## src/rtl/ocsc_regs.svh

```systemverilog
`ifndef OCSC_REGS_SVH
`define OCSC_REGS_SVH

// Register offsets
`define OCSC_OFS_PHY_ADDR      8'h40
`define OCSC_OFS_STATE         8'h41
`define OCSC_OFS_CMD           8'h42

// Center side state fields
`define OCSC_ST_BUSY_BIT       7
`define OCSC_ST_VENDOR_BIT     6
`define OCSC_ST_OPTB_BIT       2
`define OCSC_ST_OPTA_BIT       1
`define OCSC_ST_REQ_BIT        0

// Command register fields
`define OCSC_CMD_DELAY_HI      7
`define OCSC_CMD_DELAY_LO      5
`define OCSC_CMD_CODE_HI       4
`define OCSC_CMD_CODE_LO       0

// Reset values and reserved delay code
`define OCSC_PHY_ADDR_RST      5'h01
`define OCSC_DELAY_RST         3'h1
`define OCSC_DELAY_BAD         3'h0

// Accepted fiber port addresses and fixed addresses
`define OCSC_ADDR_A            5'h01
`define OCSC_ADDR_B            5'h03
`define OCSC_PORT1_FIXED       5'h01
`define OCSC_PORT2_FIXED       5'h02

// Command codes
`define OCSC_CODE_NONE         5'h00
`define OCSC_CODE_INFORM       5'h01
`define OCSC_CODE_LOOP_START   5'h02
`define OCSC_CODE_LOOP_STOP    5'h04
`define OCSC_CODE_REMOTE       5'h08
`define OCSC_CODE_INDICATE     5'h10

// Mode select pin patterns {hi, lo}
`define OCSC_MODE_CENTER       2'b01
`define OCSC_MODE_TERMINAL     2'b10

// Timing
`define OCSC_CLK_MHZ           250
`define OCSC_TICK_US           1
`define OCSC_TICK_CYC          (`OCSC_TICK_US * `OCSC_CLK_MHZ)
`define OCSC_DLY_32US          32
`define OCSC_DLY_128US         128
`define OCSC_DLY_256US         256
`define OCSC_DLY_512US         512
`define OCSC_DLY_1MS_US        1000
`define OCSC_DLY_2MS_US        2000
`define OCSC_DLY_4MS_US        4000

`endif

```

## src/rtl/ocsc_pkg.sv

```systemverilog
package ocsc_pkg;
    typedef enum logic [2:0] {
        FK_INFORM,
        FK_LOOP_START,
        FK_LOOP_STOP,
        FK_REMOTE,
        FK_INDICATE
    } ocsc_frame_t;

    typedef enum logic [1:0] {
        ST_IDLE,
        ST_SEND,
        ST_WAIT
    } ocsc_state_t;
endpackage

```

## src/rtl/ocsc_delay_timer.sv

```systemverilog
`timescale 1ns/1ps
`include "ocsc_regs.svh"

module ocsc_delay_timer #(
    parameter int TICK_CYCLES = `OCSC_TICK_CYC
) (
    input  wire logic       clk,
    input  wire logic       rst_b,
    input  wire logic       start,
    input  wire logic       stop,
    input  wire logic [2:0] sel,
    output logic            expire
);
    logic [11:0] pre_ff;
    logic        tick_ff;
    logic        run_ff;
    logic [11:0] us_ff;
    logic [11:0] limit_ff;

    function automatic logic [11:0] delay_us(input logic [2:0] code);
        case (code)
            3'h2:    delay_us = 12'(`OCSC_DLY_128US);
            3'h3:    delay_us = 12'(`OCSC_DLY_256US);
            3'h4:    delay_us = 12'(`OCSC_DLY_512US);
            3'h5:    delay_us = 12'(`OCSC_DLY_1MS_US);
            3'h6:    delay_us = 12'(`OCSC_DLY_2MS_US);
            3'h7:    delay_us = 12'(`OCSC_DLY_4MS_US);
            default: delay_us = 12'(`OCSC_DLY_32US);
        endcase
    endfunction

    // Microsecond tick enable
    always_ff @(posedge clk or negedge rst_b) begin
        if (!rst_b) begin
            pre_ff  <= 12'h000;
            tick_ff <= 1'b0;
        end else if (start || pre_ff == 12'(TICK_CYCLES - 1)) begin
            pre_ff  <= 12'h000;
            tick_ff <= !start;
        end else begin
            pre_ff  <= pre_ff + 12'h001;
            tick_ff <= 1'b0;
        end
    end

    always_ff @(posedge clk or negedge rst_b) begin
        if (!rst_b) begin
            run_ff   <= 1'b0;
            us_ff    <= 12'h000;
            limit_ff <= 12'h000;
            expire   <= 1'b0;
        end else begin
            expire <= 1'b0;
            if (start) begin
                run_ff   <= 1'b1;
                us_ff    <= 12'h000;
                limit_ff <= delay_us(sel);
            end else if (stop) begin
                run_ff <= 1'b0;
            end else if (run_ff && tick_ff) begin
                us_ff <= us_ff + 12'h001;
                if (us_ff + 12'h001 == limit_ff) begin
                    run_ff <= 1'b0;
                    expire <= 1'b1;
                end
            end
        end
    end
endmodule

```

## src/rtl/ocsc_top.sv

```systemverilog
`timescale 1ns/1ps
`include "ocsc_regs.svh"

module ocsc_top #(
    parameter int TICK_CYCLES = `OCSC_TICK_CYC
) (
    input  wire logic                 CLK,
    input  wire logic                 RST_B,
    input  wire logic                 MAINT_MODE_SEL_HI,
    input  wire logic                 MAINT_MODE_SEL_LO,
    input  wire logic                 REG_WR,
    input  wire logic                 REG_RD,
    input  wire logic [7:0]           REG_ADDR,
    input  wire logic [7:0]           REG_WDATA,
    output logic      [7:0]           REG_RDATA,
    input  wire logic                 WATCH_CHANGE,
    input  wire logic                 REMOTE_CMD_EN,
    input  wire logic                 LOOP_RUN,
    input  wire logic                 COND_CHANGE,
    input  wire logic                 FRAME_ACK,
    input  wire logic                 REPLY_RX,
    output logic                      FRAME_REQ,
    output ocsc_pkg::ocsc_frame_t     FRAME_KIND,
    output logic                      MODEL_INFO_ALT,
    output logic                      TIMEOUT,
    output logic      [4:0]           PORT1_PHY_ADDR,
    output logic      [4:0]           PORT2_PHY_ADDR,
    output logic                      PORT2_MIIM_EN,
    output logic                      PORT1_ENABLE,
    output logic                      CENTER_MC_RUN,
    output logic                      VENDOR_SPECIAL,
    output logic                      CLEAR_TERM_STATUS,
    output logic                      IND_FRAME_EN
);
    import ocsc_pkg::*;

    logic [1:0]  pin_s1_ff;
    logic [1:0]  pin_s2_ff;
    logic [4:0]  fiber_addr_field_ff;
    logic        center_run_ff;
    logic        vendor_ff;
    logic        opt_b_ff;
    logic        opt_a_ff;
    logic        req_ff;
    logic [2:0]  delay_ff;
    logic [4:0]  frame_command_field_ff;
    logic        ind_pend_ff;
    ocsc_state_t state_ff;
    ocsc_state_t nxt_state;
    ocsc_frame_t kind_ff;
    logic        need_reply_ff;
    logic        center_w;
    logic        terminal_w;
    logic        busy_w;
    logic        wr_phy;
    logic        wr_stat;
    logic        wr_cmd;
    logic        rd_stat;
    logic        addr_ok;
    logic        ind_go;
    logic        cmd_take;
    logic        cmd_ok;
    ocsc_frame_t cmd_kind;
    logic        cmd_clr;
    logic        tmr_start;
    logic        tmr_stop;
    logic        tmr_expire;

    function automatic logic mode_is(input logic [1:0] pins, input logic [1:0] pat);
        mode_is = (pins == pat);
    endfunction

    // Mode pin synchroniser
    always_ff @(posedge CLK or negedge RST_B) begin
        if (!RST_B) begin
            pin_s1_ff <= 2'h0;
            pin_s2_ff <= 2'h0;
        end else begin
            pin_s1_ff <= {MAINT_MODE_SEL_HI, MAINT_MODE_SEL_LO};
            pin_s2_ff <= pin_s1_ff;
        end
    end

    assign center_w   = mode_is(pin_s2_ff, `OCSC_MODE_CENTER);
    assign terminal_w = mode_is(pin_s2_ff, `OCSC_MODE_TERMINAL);

    assign wr_phy  = REG_WR && REG_ADDR == `OCSC_OFS_PHY_ADDR;
    assign wr_stat = REG_WR && REG_ADDR == `OCSC_OFS_STATE;
    assign wr_cmd  = REG_WR && REG_ADDR == `OCSC_OFS_CMD;
    assign rd_stat = REG_RD && REG_ADDR == `OCSC_OFS_STATE;
    assign addr_ok = REG_WDATA[4:0] == `OCSC_ADDR_A || REG_WDATA[4:0] == `OCSC_ADDR_B;

    // Fiber port address and center start
    always_ff @(posedge CLK or negedge RST_B) begin
        if (!RST_B) begin
            fiber_addr_field_ff <= `OCSC_PHY_ADDR_RST;
        end else if (wr_phy && addr_ok) begin
            fiber_addr_field_ff <= REG_WDATA[4:0];
        end
    end

    always_ff @(posedge CLK or negedge RST_B) begin
        if (!RST_B) begin
            center_run_ff <= 1'b0;
        end else if (!center_w) begin
            center_run_ff <= 1'b0;
        end else if (wr_phy && addr_ok) begin
            center_run_ff <= 1'b1;
        end
    end

    // Management bus port map
    assign PORT1_PHY_ADDR = center_w ? fiber_addr_field_ff : `OCSC_PORT1_FIXED;
    assign PORT2_PHY_ADDR = `OCSC_PORT2_FIXED;
    assign PORT2_MIIM_EN  = !center_w;
    assign PORT1_ENABLE   = !center_w || center_run_ff;
    assign CENTER_MC_RUN  = center_w && center_run_ff;

    // Center side state register
    always_ff @(posedge CLK or negedge RST_B) begin
        if (!RST_B) begin
            vendor_ff <= 1'b0;
            opt_b_ff  <= 1'b0;
            opt_a_ff  <= 1'b0;
        end else if (wr_stat) begin
            vendor_ff <= REG_WDATA[`OCSC_ST_VENDOR_BIT];
            opt_b_ff  <= REG_WDATA[`OCSC_ST_OPTB_BIT];
            opt_a_ff  <= REG_WDATA[`OCSC_ST_OPTA_BIT];
        end
    end

    assign VENDOR_SPECIAL    = !vendor_ff;
    assign CLEAR_TERM_STATUS = opt_b_ff;
    assign IND_FRAME_EN      = !opt_a_ff;

    // Change request flag, set wins over read clear
    always_ff @(posedge CLK or negedge RST_B) begin
        if (!RST_B) begin
            req_ff <= 1'b0;
        end else if (WATCH_CHANGE) begin
            req_ff <= 1'b1;
        end else if (rd_stat) begin
            req_ff <= 1'b0;
        end
    end

    // Command register
    always_ff @(posedge CLK or negedge RST_B) begin
        if (!RST_B) begin
            delay_ff <= `OCSC_DELAY_RST;
        end else if (wr_cmd && REG_WDATA[7:5] != `OCSC_DELAY_BAD) begin
            delay_ff <= REG_WDATA[`OCSC_CMD_DELAY_HI:`OCSC_CMD_DELAY_LO];
        end
    end

    always_ff @(posedge CLK or negedge RST_B) begin
        if (!RST_B) begin
            frame_command_field_ff <= `OCSC_CODE_NONE;
        end else if (wr_cmd) begin
            frame_command_field_ff <= REG_WDATA[`OCSC_CMD_CODE_HI:`OCSC_CMD_CODE_LO];
        end else if (cmd_clr) begin
            frame_command_field_ff <= `OCSC_CODE_NONE;
        end
    end

    // Command decode
    always_comb begin
        cmd_ok    = 1'b0;
        cmd_kind  = FK_INFORM;
        case (frame_command_field_ff)
            `OCSC_CODE_INFORM: begin
                cmd_ok = center_run_ff;
            end
            `OCSC_CODE_LOOP_START: begin
                cmd_ok   = center_run_ff;
                cmd_kind = FK_LOOP_START;
            end
            `OCSC_CODE_LOOP_STOP: begin
                cmd_ok   = center_run_ff;
                cmd_kind = FK_LOOP_STOP;
            end
            `OCSC_CODE_REMOTE: begin
                cmd_ok   = center_run_ff && REMOTE_CMD_EN;
                cmd_kind = FK_REMOTE;
            end
            default: begin
                cmd_ok = 1'b0;
            end
        endcase
    end

    assign ind_go   = state_ff == ST_IDLE && ind_pend_ff && !opt_a_ff;
    assign cmd_take = state_ff == ST_IDLE && !ind_go
                      && frame_command_field_ff != `OCSC_CODE_NONE;
    assign cmd_clr  = cmd_take;

    // Indication pending, set wins over dispatch
    always_ff @(posedge CLK or negedge RST_B) begin
        if (!RST_B) begin
            ind_pend_ff <= 1'b0;
        end else if (COND_CHANGE
                     || (cmd_take && frame_command_field_ff == `OCSC_CODE_INDICATE)) begin
            ind_pend_ff <= 1'b1;
        end else if (ind_go || opt_a_ff) begin
            ind_pend_ff <= 1'b0;
        end
    end

    // Frame dispatch state machine
    always_comb begin
        nxt_state = state_ff;
        case (state_ff)
            ST_IDLE: begin
                if (ind_go || (cmd_take && cmd_ok)) begin
                    nxt_state = ST_SEND;
                end
            end
            ST_SEND: begin
                if (FRAME_ACK) begin
                    nxt_state = need_reply_ff ? ST_WAIT : ST_IDLE;
                end
            end
            ST_WAIT: begin
                if (REPLY_RX || tmr_expire) begin
                    nxt_state = ST_IDLE;
                end
            end
            default: begin
                nxt_state = ST_IDLE;
            end
        endcase
    end

    always_ff @(posedge CLK or negedge RST_B) begin
        if (!RST_B) begin
            state_ff <= ST_IDLE;
        end else begin
            state_ff <= nxt_state;
        end
    end

    always_ff @(posedge CLK or negedge RST_B) begin
        if (!RST_B) begin
            kind_ff       <= FK_INFORM;
            need_reply_ff <= 1'b0;
        end else if (ind_go) begin
            kind_ff       <= FK_INDICATE;
            need_reply_ff <= 1'b0;
        end else if (cmd_take && cmd_ok) begin
            kind_ff       <= cmd_kind;
            need_reply_ff <= 1'b1;
        end
    end

    always_ff @(posedge CLK or negedge RST_B) begin
        if (!RST_B) begin
            TIMEOUT <= 1'b0;
        end else begin
            TIMEOUT <= state_ff == ST_WAIT && tmr_expire && !REPLY_RX;
        end
    end

    assign FRAME_REQ      = state_ff == ST_SEND;
    assign FRAME_KIND     = kind_ff;
    assign MODEL_INFO_ALT = kind_ff == FK_REMOTE;
    assign busy_w         = LOOP_RUN || (state_ff != ST_IDLE && need_reply_ff);

    assign tmr_start = state_ff == ST_SEND && FRAME_ACK && need_reply_ff;
    assign tmr_stop  = state_ff == ST_WAIT && REPLY_RX;

    ocsc_delay_timer #(
        .TICK_CYCLES (TICK_CYCLES)
    ) u_timer (
        .clk    (CLK),
        .rst_b  (RST_B),
        .start  (tmr_start),
        .stop   (tmr_stop),
        .sel    (delay_ff),
        .expire (tmr_expire)
    );

    // Register read port
    always_ff @(posedge CLK or negedge RST_B) begin
        if (!RST_B) begin
            REG_RDATA <= 8'h00;
        end else if (REG_RD) begin
            case (REG_ADDR)
                `OCSC_OFS_PHY_ADDR: REG_RDATA <= {3'h0, fiber_addr_field_ff};
                `OCSC_OFS_STATE: begin
                    REG_RDATA <= {busy_w, vendor_ff, 3'h0, opt_b_ff, opt_a_ff, req_ff};
                end
                `OCSC_OFS_CMD: REG_RDATA <= {delay_ff, frame_command_field_ff};
                default: REG_RDATA <= 8'h00;
            endcase
        end
    end

    addr_filter_a: assert property (@(posedge CLK) disable iff (!RST_B)
        wr_phy && !addr_ok |=> $stable(fiber_addr_field_ff))
        else $error("bad fiber address stored");

    term_addr_a: assert property (@(posedge CLK) disable iff (!RST_B)
        terminal_w |-> PORT1_PHY_ADDR == `OCSC_PORT1_FIXED)
        else $error("terminal port 1 address not fixed");

    center_start_a: assert property (@(posedge CLK) disable iff (!RST_B)
        $rose(center_run_ff) |-> $past(wr_phy && addr_ok && center_w))
        else $error("center started without address write");

    port_map_a: assert property (@(posedge CLK) disable iff (!RST_B)
        !center_w |-> PORT2_MIIM_EN && PORT2_PHY_ADDR == `OCSC_PORT2_FIXED
                      && PORT1_PHY_ADDR == `OCSC_PORT1_FIXED)
        else $error("port map wrong outside center mode");

    busy_read_a: assert property (@(posedge CLK) disable iff (!RST_B)
        rd_stat && state_ff == ST_WAIT |=> REG_RDATA[`OCSC_ST_BUSY_BIT])
        else $error("busy not shown while reply pending");

    req_flag_a: assert property (@(posedge CLK) disable iff (!RST_B)
        (WATCH_CHANGE |=> req_ff) and (rd_stat && !WATCH_CHANGE |=> !req_ff))
        else $error("request flag wrong");

    delay_keep_a: assert property (@(posedge CLK) disable iff (!RST_B)
        wr_cmd && REG_WDATA[7:5] == `OCSC_DELAY_BAD |=> $stable(delay_ff))
        else $error("reserved delay code stored");

    ind_suppress_a: assert property (@(posedge CLK) disable iff (!RST_B)
        $rose(FRAME_REQ) && FRAME_KIND == FK_INDICATE |-> !$past(opt_a_ff))
        else $error("indication sent while suppressed");

    side_gate_a: assert property (@(posedge CLK) disable iff (!RST_B)
        $rose(FRAME_REQ) && FRAME_KIND != FK_INDICATE |-> $past(center_run_ff))
        else $error("command frame sent off center side");

    remote_gate_a: assert property (@(posedge CLK) disable iff (!RST_B)
        $rose(FRAME_REQ) && FRAME_KIND == FK_REMOTE |-> $past(REMOTE_CMD_EN) && MODEL_INFO_ALT)
        else $error("remote command sent while disabled");

    cmd_clear_a: assert property (@(posedge CLK) disable iff (!RST_B)
        cmd_take && !wr_cmd |=> frame_command_field_ff == `OCSC_CODE_NONE)
        else $error("command field not returned to idle");

    timeout_a: assert property (@(posedge CLK) disable iff (!RST_B)
        TIMEOUT |-> state_ff == ST_IDLE && $past(state_ff == ST_WAIT))
        else $error("timeout outside reply wait");
endmodule

```

## config.mk

```make
export PLATFORM = sky130hd
export DESIGN_NAME = ocsc_top
export DESIGN_NICKNAME = d
export VERILOG_FILES = /design/src/rtl/ocsc_pkg.sv /design/src/rtl/ocsc_delay_timer.sv /design/src/rtl/ocsc_top.sv
export VERILOG_INCLUDE_DIRS = /design/src /design/src/rtl
export SDC_FILE = /design/constraint.sdc
export NUM_CORES = 1
export LEC_CHECK = 0
export BUFFER_PORTS_ARGS = -buffer_cell sky130_fd_sc_hd__buf_2
export CAP_MARGIN = 20
export CELL_PAD_IN_SITES_DETAIL_PLACEMENT = 0
export CELL_PAD_IN_SITES_GLOBAL_PLACEMENT = 1
export CORE_ASPECT_RATIO = 1.75
export CORE_MARGIN = 5
export CORE_UTILIZATION = 44
export CTS_CLUSTER_SIZE = 16
export DETAILED_ROUTE_END_ITERATION = 6
export MAX_ROUTING_LAYER = met4
export PLACE_DENSITY = 0.85
export SLEW_MARGIN = 5
export SYNTH_ARGS = -nofsm -noshare
export SYNTH_HDL_FRONTEND = slang
export SYNTH_HIERARCHICAL = 1
export SYNTH_SLANG_ARGS = --single-unit
export TNS_END_PERCENT = 30
```

## constraint.sdc

```tcl
create_clock -name CLK -period 3 [get_ports CLK]
set_input_delay 0.15 -clock CLK [delete_from_list [all_inputs] [get_ports CLK]]
set_output_delay 0.15 -clock CLK [all_outputs]
set_load 0.03 [all_outputs]
```

==> out/summary.md, run 1 <==
The number of placed instances, taps included, is 552. The number of failing hold endpoints at the final stage came out at 0. The worst setup path is captured at a flip-flop.

The floorplan step defined a core boundary enclosing 8610 um2. The tools report the global-route usage over all layers as 17.7%. The average instance in the mapped netlist occupies 9.70 um2. The setup path with the least slack is of type reg -> reg. The run finished with clean final reports.

Net switching is 21.8% of the power. At the end of routability-driven placement, the weighted congestion stood at 0.868. The max-slew violation count was 0; the multi-input combinational cell area was 1820 um2. The logs give 45 for the count of standard-cell rows and 152 for the starting DRC count in detailed routing.

The post-synthesis to final-layout area growth is 18.8%. The biggest area contributor in the post-synthesis netlist is sky130_fd_sc_hd__dfrtp_1. Sequential cells burn 43.5% of the power. The worst-case IR drop observed on VDD is 0.377 mV. The leakage power is 2.06 nW, and the setup TNS after final layout is 0 ps. The half-perimeter wire length after placement is 6340 um, and the setup-violating endpoint count in the final report is 0. The layout has 783 filler cells. The largest net degree at the start of global routing was 33. Using the TritonRoute via totals, the vias-per-cell ratio works out to 5.24. For the number of design rule violations left after detail routing, the log shows 0. STA classifies the critical path startpoint as a flip-flop.

After clock tree synthesis, the clock-pin slew on the worst setup and hold paths is 60 ps. For this design the total switching power over the nets is 0.520 mW. Leaving out filler cells and counting taps, the final layout contains 573.

The final cell utilization of the core is 53.2%. Of all flip-flops after synthesis, the portion carrying an async set or reset was 100%. The max-cap check violation count was 0; the areal power density over the cells was 520 nW/um2. TritonCTS built the clock tree.

The first global-routing pass estimated 14,300 um of wire. The tools report the via count of the first global-routing pass as 3,025. Yosys mapped a number of flops with a built-in enable equal to 0. Along the worst path, the maximum fanout reaches 9. The antenna diode instance count was 0; the data arrival time at the worst-slack endpoint was 2530 ps.

Setup repair after global routing left no endpoint under its margin. Ranked by total cell area, the synthesized netlist is headed by sky130_fd_sc_hd__dfrtp_1 47%, sky130_fd_sc_hd__xnor2_1 4.3%, sky130_fd_sc_hd__nor2_1 3.6%. The tools report the initial antenna violation count as 0.

The most repeated cell in the gate-level netlist after synthesis is sky130_fd_sc_hd__dfrtp_1. The clock network is responsible for 50.4% of the overall power. The effective utilization at floorplan came out at 44.8%. In this run the post-CTS setup repair buffer count came out at 0. The final critical path takes up 76.9% of the cycle. The most common flop cell mapped by yosys is sky130_fd_sc_hd__dfrtp_1. Once detail routing completed, the nets flagged for antenna violations numbered 0. For this block, the via count after detailed routing is 3,004. In this run the deepest clock path goes through 2 buffers. Number of cells on the worst hold path: 2. The register cell area after layout is 1850 um2.

The chip height came out at 134 um. For the pin with the worst max-slew slack, the measured transition is 694 ps. After synthesis, the most frequently instantiated cells are 72 x sky130_fd_sc_hd__dfrtp_1, 37 x sky130_fd_sc_hd__nor2_1, 32 x sky130_fd_sc_hd__nand2_1.

The Yosys step of the flow raised 6 warnings. The internal power component is 1.86 mW, and the share of the synthesized area in the top cell type is 46.7%. Port buffering added 52 buffers.

For the worst-skew pair, the clock arrives at the later sink with an insertion delay of 340 ps. Counting every instance in the synthesized netlist gives 398. The clock net in this run drives a total of 74 sinks. The area of the mapped netlist is 3860 um2.

The number of H-tree levels is 3. After synthesis, flip-flops and latches occupy 48.0% of the total area. For the finished layout, the period the worst path requires is 2310 ps. Timing would allow up to 0.434 GHz. Detail-routed net length per standard cell: 14.8 um. After synthesis the netlist holds a flip-flop and latch count of 74. Clock buffer count from CTS: 9.

In this run, distinct cell masters in the synthesized netlist total 68. The net count of the finished layout is 482. For the worst setup path, the data required time is 3220 ps. The tools report the combinational share of power as 6.1%. For the total routed wirelength, the log shows 8450 um. Between clock sinks in the finished design, the worst skew comes to 4.96 ps.

Measured in cells, the most critical reg-to-reg path has a length of 7. In the final layout, the share of cells above drive strength 1 is 20.4%. Pin placement for this block handled 58 I/O pins. The first detailed-routing pass took 4 iterations. The worst pin sits at a relative slew slack of 53.7%. The overflow left after global routing is 0. The root cell of the clock tree was sky130_fd_sc_hd__clkbuf_16. The floorplan step defined a die boundary enclosing 10,800 um2. The worst hold path class is in -> reg. The tightest hold path in the finished design has a slack of 11.9 ps. The die is 80.8 um wide.
[cells in the final DEF, fill, tap and decap left out, types with 7 or more instances in the layout]
| cell type | count |
|---|---|
| sky130_fd_sc_hd__mux2i_1 | 7 |
| sky130_fd_sc_hd__buf_2 | 52 |
| sky130_fd_sc_hd__nand3_1 | 16 |
| sky130_fd_sc_hd__nor2b_1 | 10 |
| sky130_fd_sc_hd__xor2_1 | 10 |
| sky130_fd_sc_hd__nor3_1 | 9 |
| sky130_fd_sc_hd__clkbuf_16 | 9 |
| sky130_fd_sc_hd__a21oi_1 | 13 |
| sky130_fd_sc_hd__nand2b_1 | 7 |
| sky130_fd_sc_hd__nor2_1 | 37 |
| sky130_fd_sc_hd__o21ai_0 | 15 |
| sky130_fd_sc_hd__o21ai_1 | 10 |
| sky130_fd_sc_hd__inv_1 | 22 |
| sky130_fd_sc_hd__xnor2_1 | 19 |
| sky130_fd_sc_hd__dfrtp_1 | 72 |
| sky130_fd_sc_hd__nand2_1 | 32 |
[critical path: stages (launching register included)]
cell                      delay (ps)
sky130_fd_sc_hd__dfrtp_1         410
sky130_fd_sc_hd__ha_1            250
sky130_fd_sc_hd__nand3_4         140
sky130_fd_sc_hd__or3_4           400
sky130_fd_sc_hd__nor3_2          150
sky130_fd_sc_hd__a21oi_1          60
sky130_fd_sc_hd__or4_1           560
sky130_fd_sc_hd__o22a_1          220
[what timing repair did]
item,in CTS,in global routing
hold buffers,5,0
hold endpoints to repair,33,0
gates resized for setup,0,0
[final cells by class]
| type | instances | area share, % |
|---|---|---|
| multi-input cells | 283 | 39.7 |
| clock buffers | 12 | 5.81 |
| well taps | 117 | 3.19 |
| clock inverters | 4 | 1.58 |
| flip-flops and latches | 74 | 40.4 |
| repair buffers | 61 | 7.42 |
| inverters | 22 | 1.80 |
[per-stage QoR]
stage               setup WS, ps  power [mW]  cell area (um2)
global placement             756        1.19             4200
finish                       693        2.38             4580
detailed placement           699        1.20             4200
global route                 603        2.48             4580
CTS                          690        2.41             4580
floorplan                    848        1.14             3870
[kinds of logic after synthesis]
kind of cell,Yosys count,synth area share (%)
mux,15,4.15
simple gates,163,23.8
flops,74,48.0
compound gates,66,10.7
fa+ha+maj,5,1.49
xor+xnor,29,6.58
other cells,2,0.195
buf+inv,44,5.06
[path summary, 6_finish.rpt]
kind | start | endpoint | slack (ps)
setup / recovery | u_timer/us_ff[0] | u_timer/run_ff | 690
hold / removal | FRAME_ACK | state_ff[0] | 10
setup reg to reg | u_timer/us_ff[0] | u_timer/run_ff | 690
hold reg to reg | pin_s1_ff[0] | pin_s2_ff[0] | 360
max in group asynchronous | RST_B | delay_ff[0] | 1730
min in group asynchronous | RST_B | TIMEOUT | 400
[sequential cells by signal (all words and copies together) (netlist names)]
register                cells
u_timer/tick_ff             1
pin_s1_ff                   2
u_timer/limit_ff            9
TIMEOUT                     1
u_timer/us_ff              12
u_timer/run_ff              1
fiber_addr_field_ff         5
CLEAR_TERM_STATUS           1
pin_s2_ff                   2
u_timer/expire              1
opt_a_ff                    1
need_reply_ff               1
center_run_ff               1
ind_pend_ff                 1
frame_command_field_ff      5
delay_ff                    3
vendor_ff                   1
req_ff                      1
REG_RDATA                   8
u_timer/pre_ff             12
FRAME_KIND                  3
state_ff                    2
[routing by layer]
metal	vias up	wire, um	track usage, %
met3	12	304	4.23
met5	-	0	-
met1	1462	3490	20.8
met4	0	157	7.14
li1	1469	-	-
met2	61	4500	28.6
[power by group through the flow]
stage / clock network [mW] / logic (mW) / registers (mW)
global route: 1.27 / 0.163 / 1.04
floorplan: 0 / 0.0906 / 1.05
detailed placement: 0 / 0.143 / 1.05
finish: 1.20 / 0.145 / 1.04
CTS: 1.22 / 0.148 / 1.04
global placement: 0 / 0.141 / 1.05
(Power assumes the default switching activity.)
==> inputs of run 2 (changes only) <==
Settings changed: CORE_UTILIZATION 44 to 40, PLACE_DENSITY 0.85 to 0.82.
Clock period 3 ns to 2 ns, I/O delays scaled along.
==> out/summary.md, run 2 (synthesis results as in run 1) <==
The max-slew violation count is 0 (unchanged), and the final critical delay including setup and external delays is 2000 ps (was 2310 ps). The logs give 0 (unchanged) for the overflow left after global routing and 8970 um (was 8450 um) for the total routed wirelength. The total number of vias was 3,170 (was 3,004). The share of the clock period used by the worst path was 99.9% (was 76.9%); the required time of the worst setup path was 2220 ps (was 3220 ps). The clock tree skew after final layout is 5.43 ps (was 4.96 ps), and the core region area is 9470 um2 (was 8610 um2).

The share of cells above drive strength 1 was 25.9% (was 20.4%). The run gives 11,800 um2 (was 10,800 um2) as the floorplan die area. The root cell of the clock tree is sky130_fd_sc_hd__clkbuf_16 (unchanged). The count of standard-cell rows is 47 (was 45), and the data arrival time at the worst-slack endpoint is 2220 ps (was 2530 ps). The number of clock sinks seen by CTS is 74 (unchanged).

The number of port buffers came out at 52 (unchanged). The most common library cell in the layout ignoring fill and taps is sky130_fd_sc_hd__dfrtp_1 (unchanged). The worst supply voltage drop on vdd is 0.504 mV (was 0.377 mV). Antenna diode instance count: 0 (unchanged).

The logs give 142 (was 152) for the starting DRC count in detailed routing and 26.4 ps (was 11.9 ps) for the smallest hold slack. The total power after layout was 3.55 mW (was 2.38 mW). The detail-routed net length per standard cell is 14.7 um (was 14.8 um). Setup repair after global routing could not meet its margin everywhere. The number of failing hold endpoints at the final stage is 0 (unchanged).

The run gives 33 (unchanged) as the largest net degree at the start of global routing. Worst hold path class: in -> reg (unchanged). The leakage power was 2.23 nW (was 2.06 nW); the setup-violating endpoint count in the final report was 0 (unchanged).

The largest stage delay on the critical path was 560 ps (about the same). Cell-by-cell trace of the critical path: ha_4, nand3_4, or3_4, nor3_2, a21oi_1, or4_1, o22a_1 (was ha_1, nand3_4, or3_4, nor3_2, a21oi_1, or4_1, o22a_1). The areal power density over the cells is 725 nW/um2 (was 520 nW/um2).

The critical path launch point type was a flip-flop (unchanged). The largest buffer count on any clock path is 2 (unchanged), and the post-detailed-route via-to-cell ratio is 5.21 (was 5.24). The tools report the half-perimeter wire length after placement as 6700 um (was 6340 um).

The logs give 0.863 (was 0.868) for the final estimated routing congestion in global placement and 0 (unchanged) for the max-cap check violation count. Horizontal extent of the die: 84.3 um (was 80.8 um). The length of the first detailed-routing pass in iterations is 4 (unchanged), and the number of H-tree levels is 3 (unchanged). The clock buffer count from CTS came out at 9 (unchanged). The tools report the number of nets in the finished design as 513 (was 482). The logs give 0.501 GHz (was 0.434 GHz) for the top achievable clock speed and 15,500 um (was 14,300 um) for the wire length of the first global-routing pass. For the clock latency reported for the late side of the worst-skew pair, the log shows 330 ps (was 340 ps). The run gives 609 (was 573) as the count of non-filler cells in the finished layout. For the global-route usage over all layers, the log shows 16.7% (was 17.7%).

The number of routed nets with antenna violations is 0 (unchanged), and the clock-pin slew on the worst setup and hold paths is 60 ps (about the same). The initial antenna violation count is 0 (unchanged), and the highest net fanout along the worst path is 4 (was 9). The startpoint-to-endpoint class of the critical path is reg -> reg (unchanged). Endpoint class of the critical path: a flip-flop (unchanged).

The number of top-level design ports came out at 58 (unchanged). The total instance count after detailed placement was 578 (was 552). The tools report the worst-case setup slack after placement as -48.1 ps (was 699 ps).

The run finished with clean final reports. TritonCTS built the clock tree. Leading registers by flop count: u_timer/pre_ff: 12 flops, u_timer/us_ff: 12 flops, u_timer/limit_ff: 9 flops (unchanged). The post-synthesis to final-layout area growth works out to 26.8% (was 18.8%). For the final worst setup slack, the log shows 2.00 ps (was 693 ps).

The run gives 0 (unchanged) as the number of design rule violations left after detail routing. For the effective utilization at floorplan, the log shows 40.8% (was 44.8%). The chip height is 140 um (was 134 um).

The final cell utilization of the core was 51.7% (was 53.2%). The via count of the first global-routing pass was 3,382 (was 3,025). The worst reg2reg path startpoint is u_timer/us_ff[1] (was u_timer/us_ff[0]). Slowest stage cell on the critical path: sky130_fd_sc_hd__or4_1 (unchanged). Commonest non-fill, non-tap cells in the layout: 69 x sky130_fd_sc_hd__dfrtp_1, 52 x sky130_fd_sc_hd__buf_2, 37 x sky130_fd_sc_hd__nor2_1, 32 x sky130_fd_sc_hd__nand2_1, 28 x sky130_fd_sc_hd__buf_4 (was 72 x sky130_fd_sc_hd__dfrtp_1, 52 x sky130_fd_sc_hd__buf_2, 37 x sky130_fd_sc_hd__nor2_1, 32 x sky130_fd_sc_hd__nand2_1, 22 x sky130_fd_sc_hd__inv_1). The critical path startpoint is u_timer/us_ff[1] (was u_timer/us_ff[0]). Hold path startpoint: REG_WDATA[7] (was FRAME_ACK).
[run 2: report_power, final]
part / internal (mW) / total, mW / leakage (nW) / switching, mW
clock network: 1.13 / 1.75 / 0.159 / 0.625
registers: 1.52 / 1.55 / 0.945 / 0.0279
logic: 0.0973 / 0.248 / 1.13 / 0.150
[run 2: path summary, 6_finish.rpt]
check / cells after the start / endpoint / slack, ps
min in group asynchronous: 2 / fiber_addr_field_ff[3] / 240
max: 7 / u_timer/run_ff / 2
max in group asynchronous: 3 / REG_RDATA[5] / 1190
max reg2reg: 7 / u_timer/run_ff / 2
min reg2reg: 0 / pin_s2_ff[0] / 360
min: 2 / delay_ff[2] / 30
[run 2: metrics by stage]
step	setup TNS, ps	cell area, um2
2_1_floorplan	0	3890
3_3_place_gp	-30.7	4410
3_5_place_dp	-56.0	4410
4_1_cts	0	4880
5_1_grt	-82.7	4890
6_report	0	4890
[run 2: timing repair]
action | 4_1_cts | 5_1_grt
buffers inserted | 5 | 0
hold buffers | 10 | 0
resized for setup | 4 | 2
endpoints found under the hold margin | 23 | 0
pin swaps | 6 | 1
setup endpoints to repair | 2 | 2
[run 2: area by class of cell]
cell class,instances,area (um2)
Sequential cell,74,1860
Timing Repair Buffer,92,611
Clock buffer,10,239
Tap cell,122,153
Clock inverter,6,90.1
Multi-Input combinational cell,283,1860
Fill cell,854,4570
Inverter,22,82.6
[run 2: routing by layer]
layer | up-vias | GRT usage, % | share of wire [%]
met1 | 1531 | 18.3 | 40
met3 | 30 | 2.82 | 3.1
met4 | 0 | 9.15 | 4.2
met2 | 80 | 28.4 | 53
met5 | - | - | 0
li1 | 1529 | - | -
[run 2: critical path: cells and delay by family (launching register included)]
family / cells / cell delay (ps)
flip-flops: 1 / 380
AND/OR/NAND/NOR: 4 / 1080
AO/OA/AOI/OAI: 2 / 270
adder cells (fa/ha/maj): 1 / 160
==> inputs of run 3 (changes only) <==
Settings changed: RECOVER_POWER set to 50.
==> out/summary.md, run 3 (synthesis results as in run 1) <==
At the pin with the least slew margin, the transition time is 927 ps. The required time of the worst setup path is 2220 ps (about the same). The largest stage delay on the critical path was 550 ps (was 560 ps); the areal power density over the cells was 728 nW/um2 (was 725 nW/um2).

The terminating pin of the worst hold path is delay_ff[2] (unchanged). For the half-perimeter wire length after placement, the log shows 6700 um (unchanged). The hold path startpoint is REG_WDATA[7] (unchanged). The final worst setup slack is -0.199 ps (was 2.00 ps). For the core region area, the log shows 9470 um2 (unchanged). The largest net degree at the start of global routing is 33 (unchanged).

The post-detailed-route via-to-cell ratio is 5.20 (was 5.21). Slowest stage cell on the critical path: sky130_fd_sc_hd__or4_1 (unchanged). The tools report the total number of vias as 3,169 (was 3,170). Effective utilization at floorplan: 40.8% (unchanged). The highest net fanout along the worst path is 4 (unchanged). TritonCTS built the clock tree. Destination of the worst register-to-register timing path: u_timer/run_ff (unchanged).

Critical path launch point type: a flip-flop (unchanged). Commonest non-fill, non-tap cells in the layout: 69 x sky130_fd_sc_hd__dfrtp_1, 46 x sky130_fd_sc_hd__buf_2, 37 x sky130_fd_sc_hd__nor2_1, 32 x sky130_fd_sc_hd__nand2_1, 26 x sky130_fd_sc_hd__buf_4 (was 69 x sky130_fd_sc_hd__dfrtp_1, 52 x sky130_fd_sc_hd__buf_2, 37 x sky130_fd_sc_hd__nor2_1, 32 x sky130_fd_sc_hd__nand2_1, 28 x sky130_fd_sc_hd__buf_4). The logs give -0.199 ps (was 0 ps) for the setup TNS after final layout and 0 (unchanged) for the max-cap check violation count. Setup repair after global routing could not meet its margin everywhere. The top cell family by delay on the critical path is simple AND/OR/NAND/NOR gates (unchanged). The number of design rule violations left after detail routing was 0 (unchanged); the count of standard-cell rows was 47 (unchanged). For the number of failing hold endpoints at the final stage, the log shows 0 (unchanged). The top achievable clock speed came out at 0.500 GHz (was 0.501 GHz). The clock-pin slew on the worst setup and hold paths works out to 60 ps (about the same). The number of port buffers was 52 (unchanged); the number of clock sinks seen by CTS was 74 (unchanged). The tools report the total routed wirelength as 8950 um (was 8970 um).

Leading registers by flop count: u_timer/pre_ff: 12 flops, u_timer/us_ff: 12 flops, u_timer/limit_ff: 9 flops (unchanged). The post-synthesis to final-layout area growth was 26.0% (was 26.8%). For the starting DRC count in detailed routing, the log shows 132 (was 142). The worst hold path class is in -> reg (unchanged). The final critical delay including setup and external delays is 2000 ps (about the same), and the internal reg-to-reg setup slack is -0.2 ps (was 2 ps). The number of top-level design ports came out at 58 (unchanged). The worst max-slew margin expressed relative to the limit was 38.2%. The setup-violating endpoint count in the final report came out at 1 (was 0). The floorplan die area was 11,800 um2 (unchanged). The tools report the final estimated routing congestion in global placement as 0.863 (unchanged). The number of buffer and inverter stages on the critical path was 0 (unchanged); the share of cells above drive strength 1 was 24.2% (was 25.9%). The logs give 862 (was 854) for the fill cell instance count of the final layout and 330 ps (about the same) for the clock latency reported for the late side of the worst-skew pair. Depth of the most critical reg-to-reg path: 7 (unchanged). The chip height came out at 140 um (unchanged). The overflow left after global routing was 0 (unchanged).

The tools report the endpoint class of the critical path as a flip-flop (unchanged). The wire length of the first global-routing pass was 15,500 um (unchanged); the worst supply voltage drop on vdd was 0.505 mV (was 0.504 mV). The run finished, with violations left. For the leakage power, the log shows 2.19 nW (was 2.23 nW). The global-route usage over all layers is 16.7% (unchanged). The worst reg2reg path startpoint is u_timer/us_ff[1] (unchanged). Cell-by-cell trace of the critical path: ha_4, nand3_4, or3_4, nor3_2, a21oi_1, or4_1, o22a_1 (unchanged). The tools report the largest buffer count on any clock path as 2 (unchanged).

The initial antenna violation count was 0 (unchanged); the max-slew violation count was 0 (unchanged). Smallest hold slack: 26.5 ps (was 26.4 ps). The clock tree skew after final layout was 4.50 ps (was 5.43 ps); the share of the clock period used by the worst path was 100% (was 99.9%). The data arrival time at the worst-slack endpoint is 2220 ps (about the same), and the number of cells on the worst hold path is 2 (unchanged). The final reports fail on negative setup slack. The run gives 513 (unchanged) as the number of nets in the finished design.

The tools report the via count of the first global-routing pass as 3,382 (unchanged). The length of the first detailed-routing pass in iterations is 4 (unchanged), and the count of non-filler cells in the finished layout is 609 (unchanged). The logs give 9 (unchanged) for the clock buffer count from CTS and 0 (unchanged) for the number of routed nets with antenna violations.

The total instance count after detailed placement came out at 578 (unchanged). Detail-routed net length per standard cell: 14.7 um (about the same). The horizontal extent of the die is 84.3 um (unchanged), and the number of H-tree levels is 3 (unchanged). The most common library cell in the layout ignoring fill and taps was sky130_fd_sc_hd__dfrtp_1 (unchanged). The run gives 0 (unchanged) as the antenna diode instance count.

Root cell of the clock tree: sky130_fd_sc_hd__clkbuf_16 (unchanged). The startpoint-to-endpoint class of the critical path was reg -> reg (unchanged).
==> run 3: area by class of cell <==
class	count	area (um2)	area share, %
well taps	122	153	3.14
flip-flops and latches	74	1860	38.2
inverters	22	82.6	1.70
clock inverters	6	90.1	1.85
clock buffers	10	239	4.91
repair buffers	92	581	11.9
multi-input cells	283	1860	38.3
==> run 3: worst max path at each step <==
stage	startpoint	endpoint	cells after the start
after global placement	u_timer/us_ff[2]	u_timer/run_ff	6
final	u_timer/us_ff[1]	u_timer/run_ff	7
after detailed placement	u_timer/us_ff[2]	u_timer/run_ff	6
after floorplan	u_timer/us_ff[2]	u_timer/run_ff	6
after CTS	u_timer/us_ff[0]	u_timer/run_ff	7
after global routing	u_timer/us_ff[1]	u_timer/run_ff	7
==> run 3: stage by stage <==
stage / worst slack [ps] / cell area [um2] / total power, mW / util (%)
3_3_place_gp: -30.7 / 4410 / 1.81 / 46.5
5_1_grt: -77.6 / 4860 / 3.69 / 51.4
4_1_cts: 1.13 / 4880 / 3.61 / 51.6
3_5_place_dp: -48.1 / 4410 / 1.81 / 46.5
6_report: -0.199 / 4860 / 3.54 / 51.4
2_1_floorplan: 15.8 / 3890 / 1.71 / -
==> run 3: repair_timing <==
action / CTS / global route
setup buffers: 5 / 0
gates cloned: 0 / 0
resized for setup: 4 / 2
hold buffers: 10 / 0
endpoints found under the setup margin: 2 / 2
hold endpoints to repair: 23 / 0
pin swaps: 6 / 1
==> run 3: layer usage <==
metal | share of wire [%] | global-route usage (%) | wire length [um] | vias up
met5 | 0 | - | 0 | -
li1 | - | - | - | 1533
met2 | 53 | 28.4 | 4760 | 76
met4 | 4.2 | 9.15 | 378 | 0
met3 | 3.0 | 2.82 | 270 | 30
met1 | 40 | 18.3 | 3540 | 1530
==> run 3: where the power goes <==
| part | switching [mW] | total, mW | internal (mW) |
|---|---|---|---|
| sequential | 0.0280 | 1.55 | 1.52 |
| clock | 0.621 | 1.75 | 1.13 |
| combinational | 0.150 | 0.242 | 0.0922 |
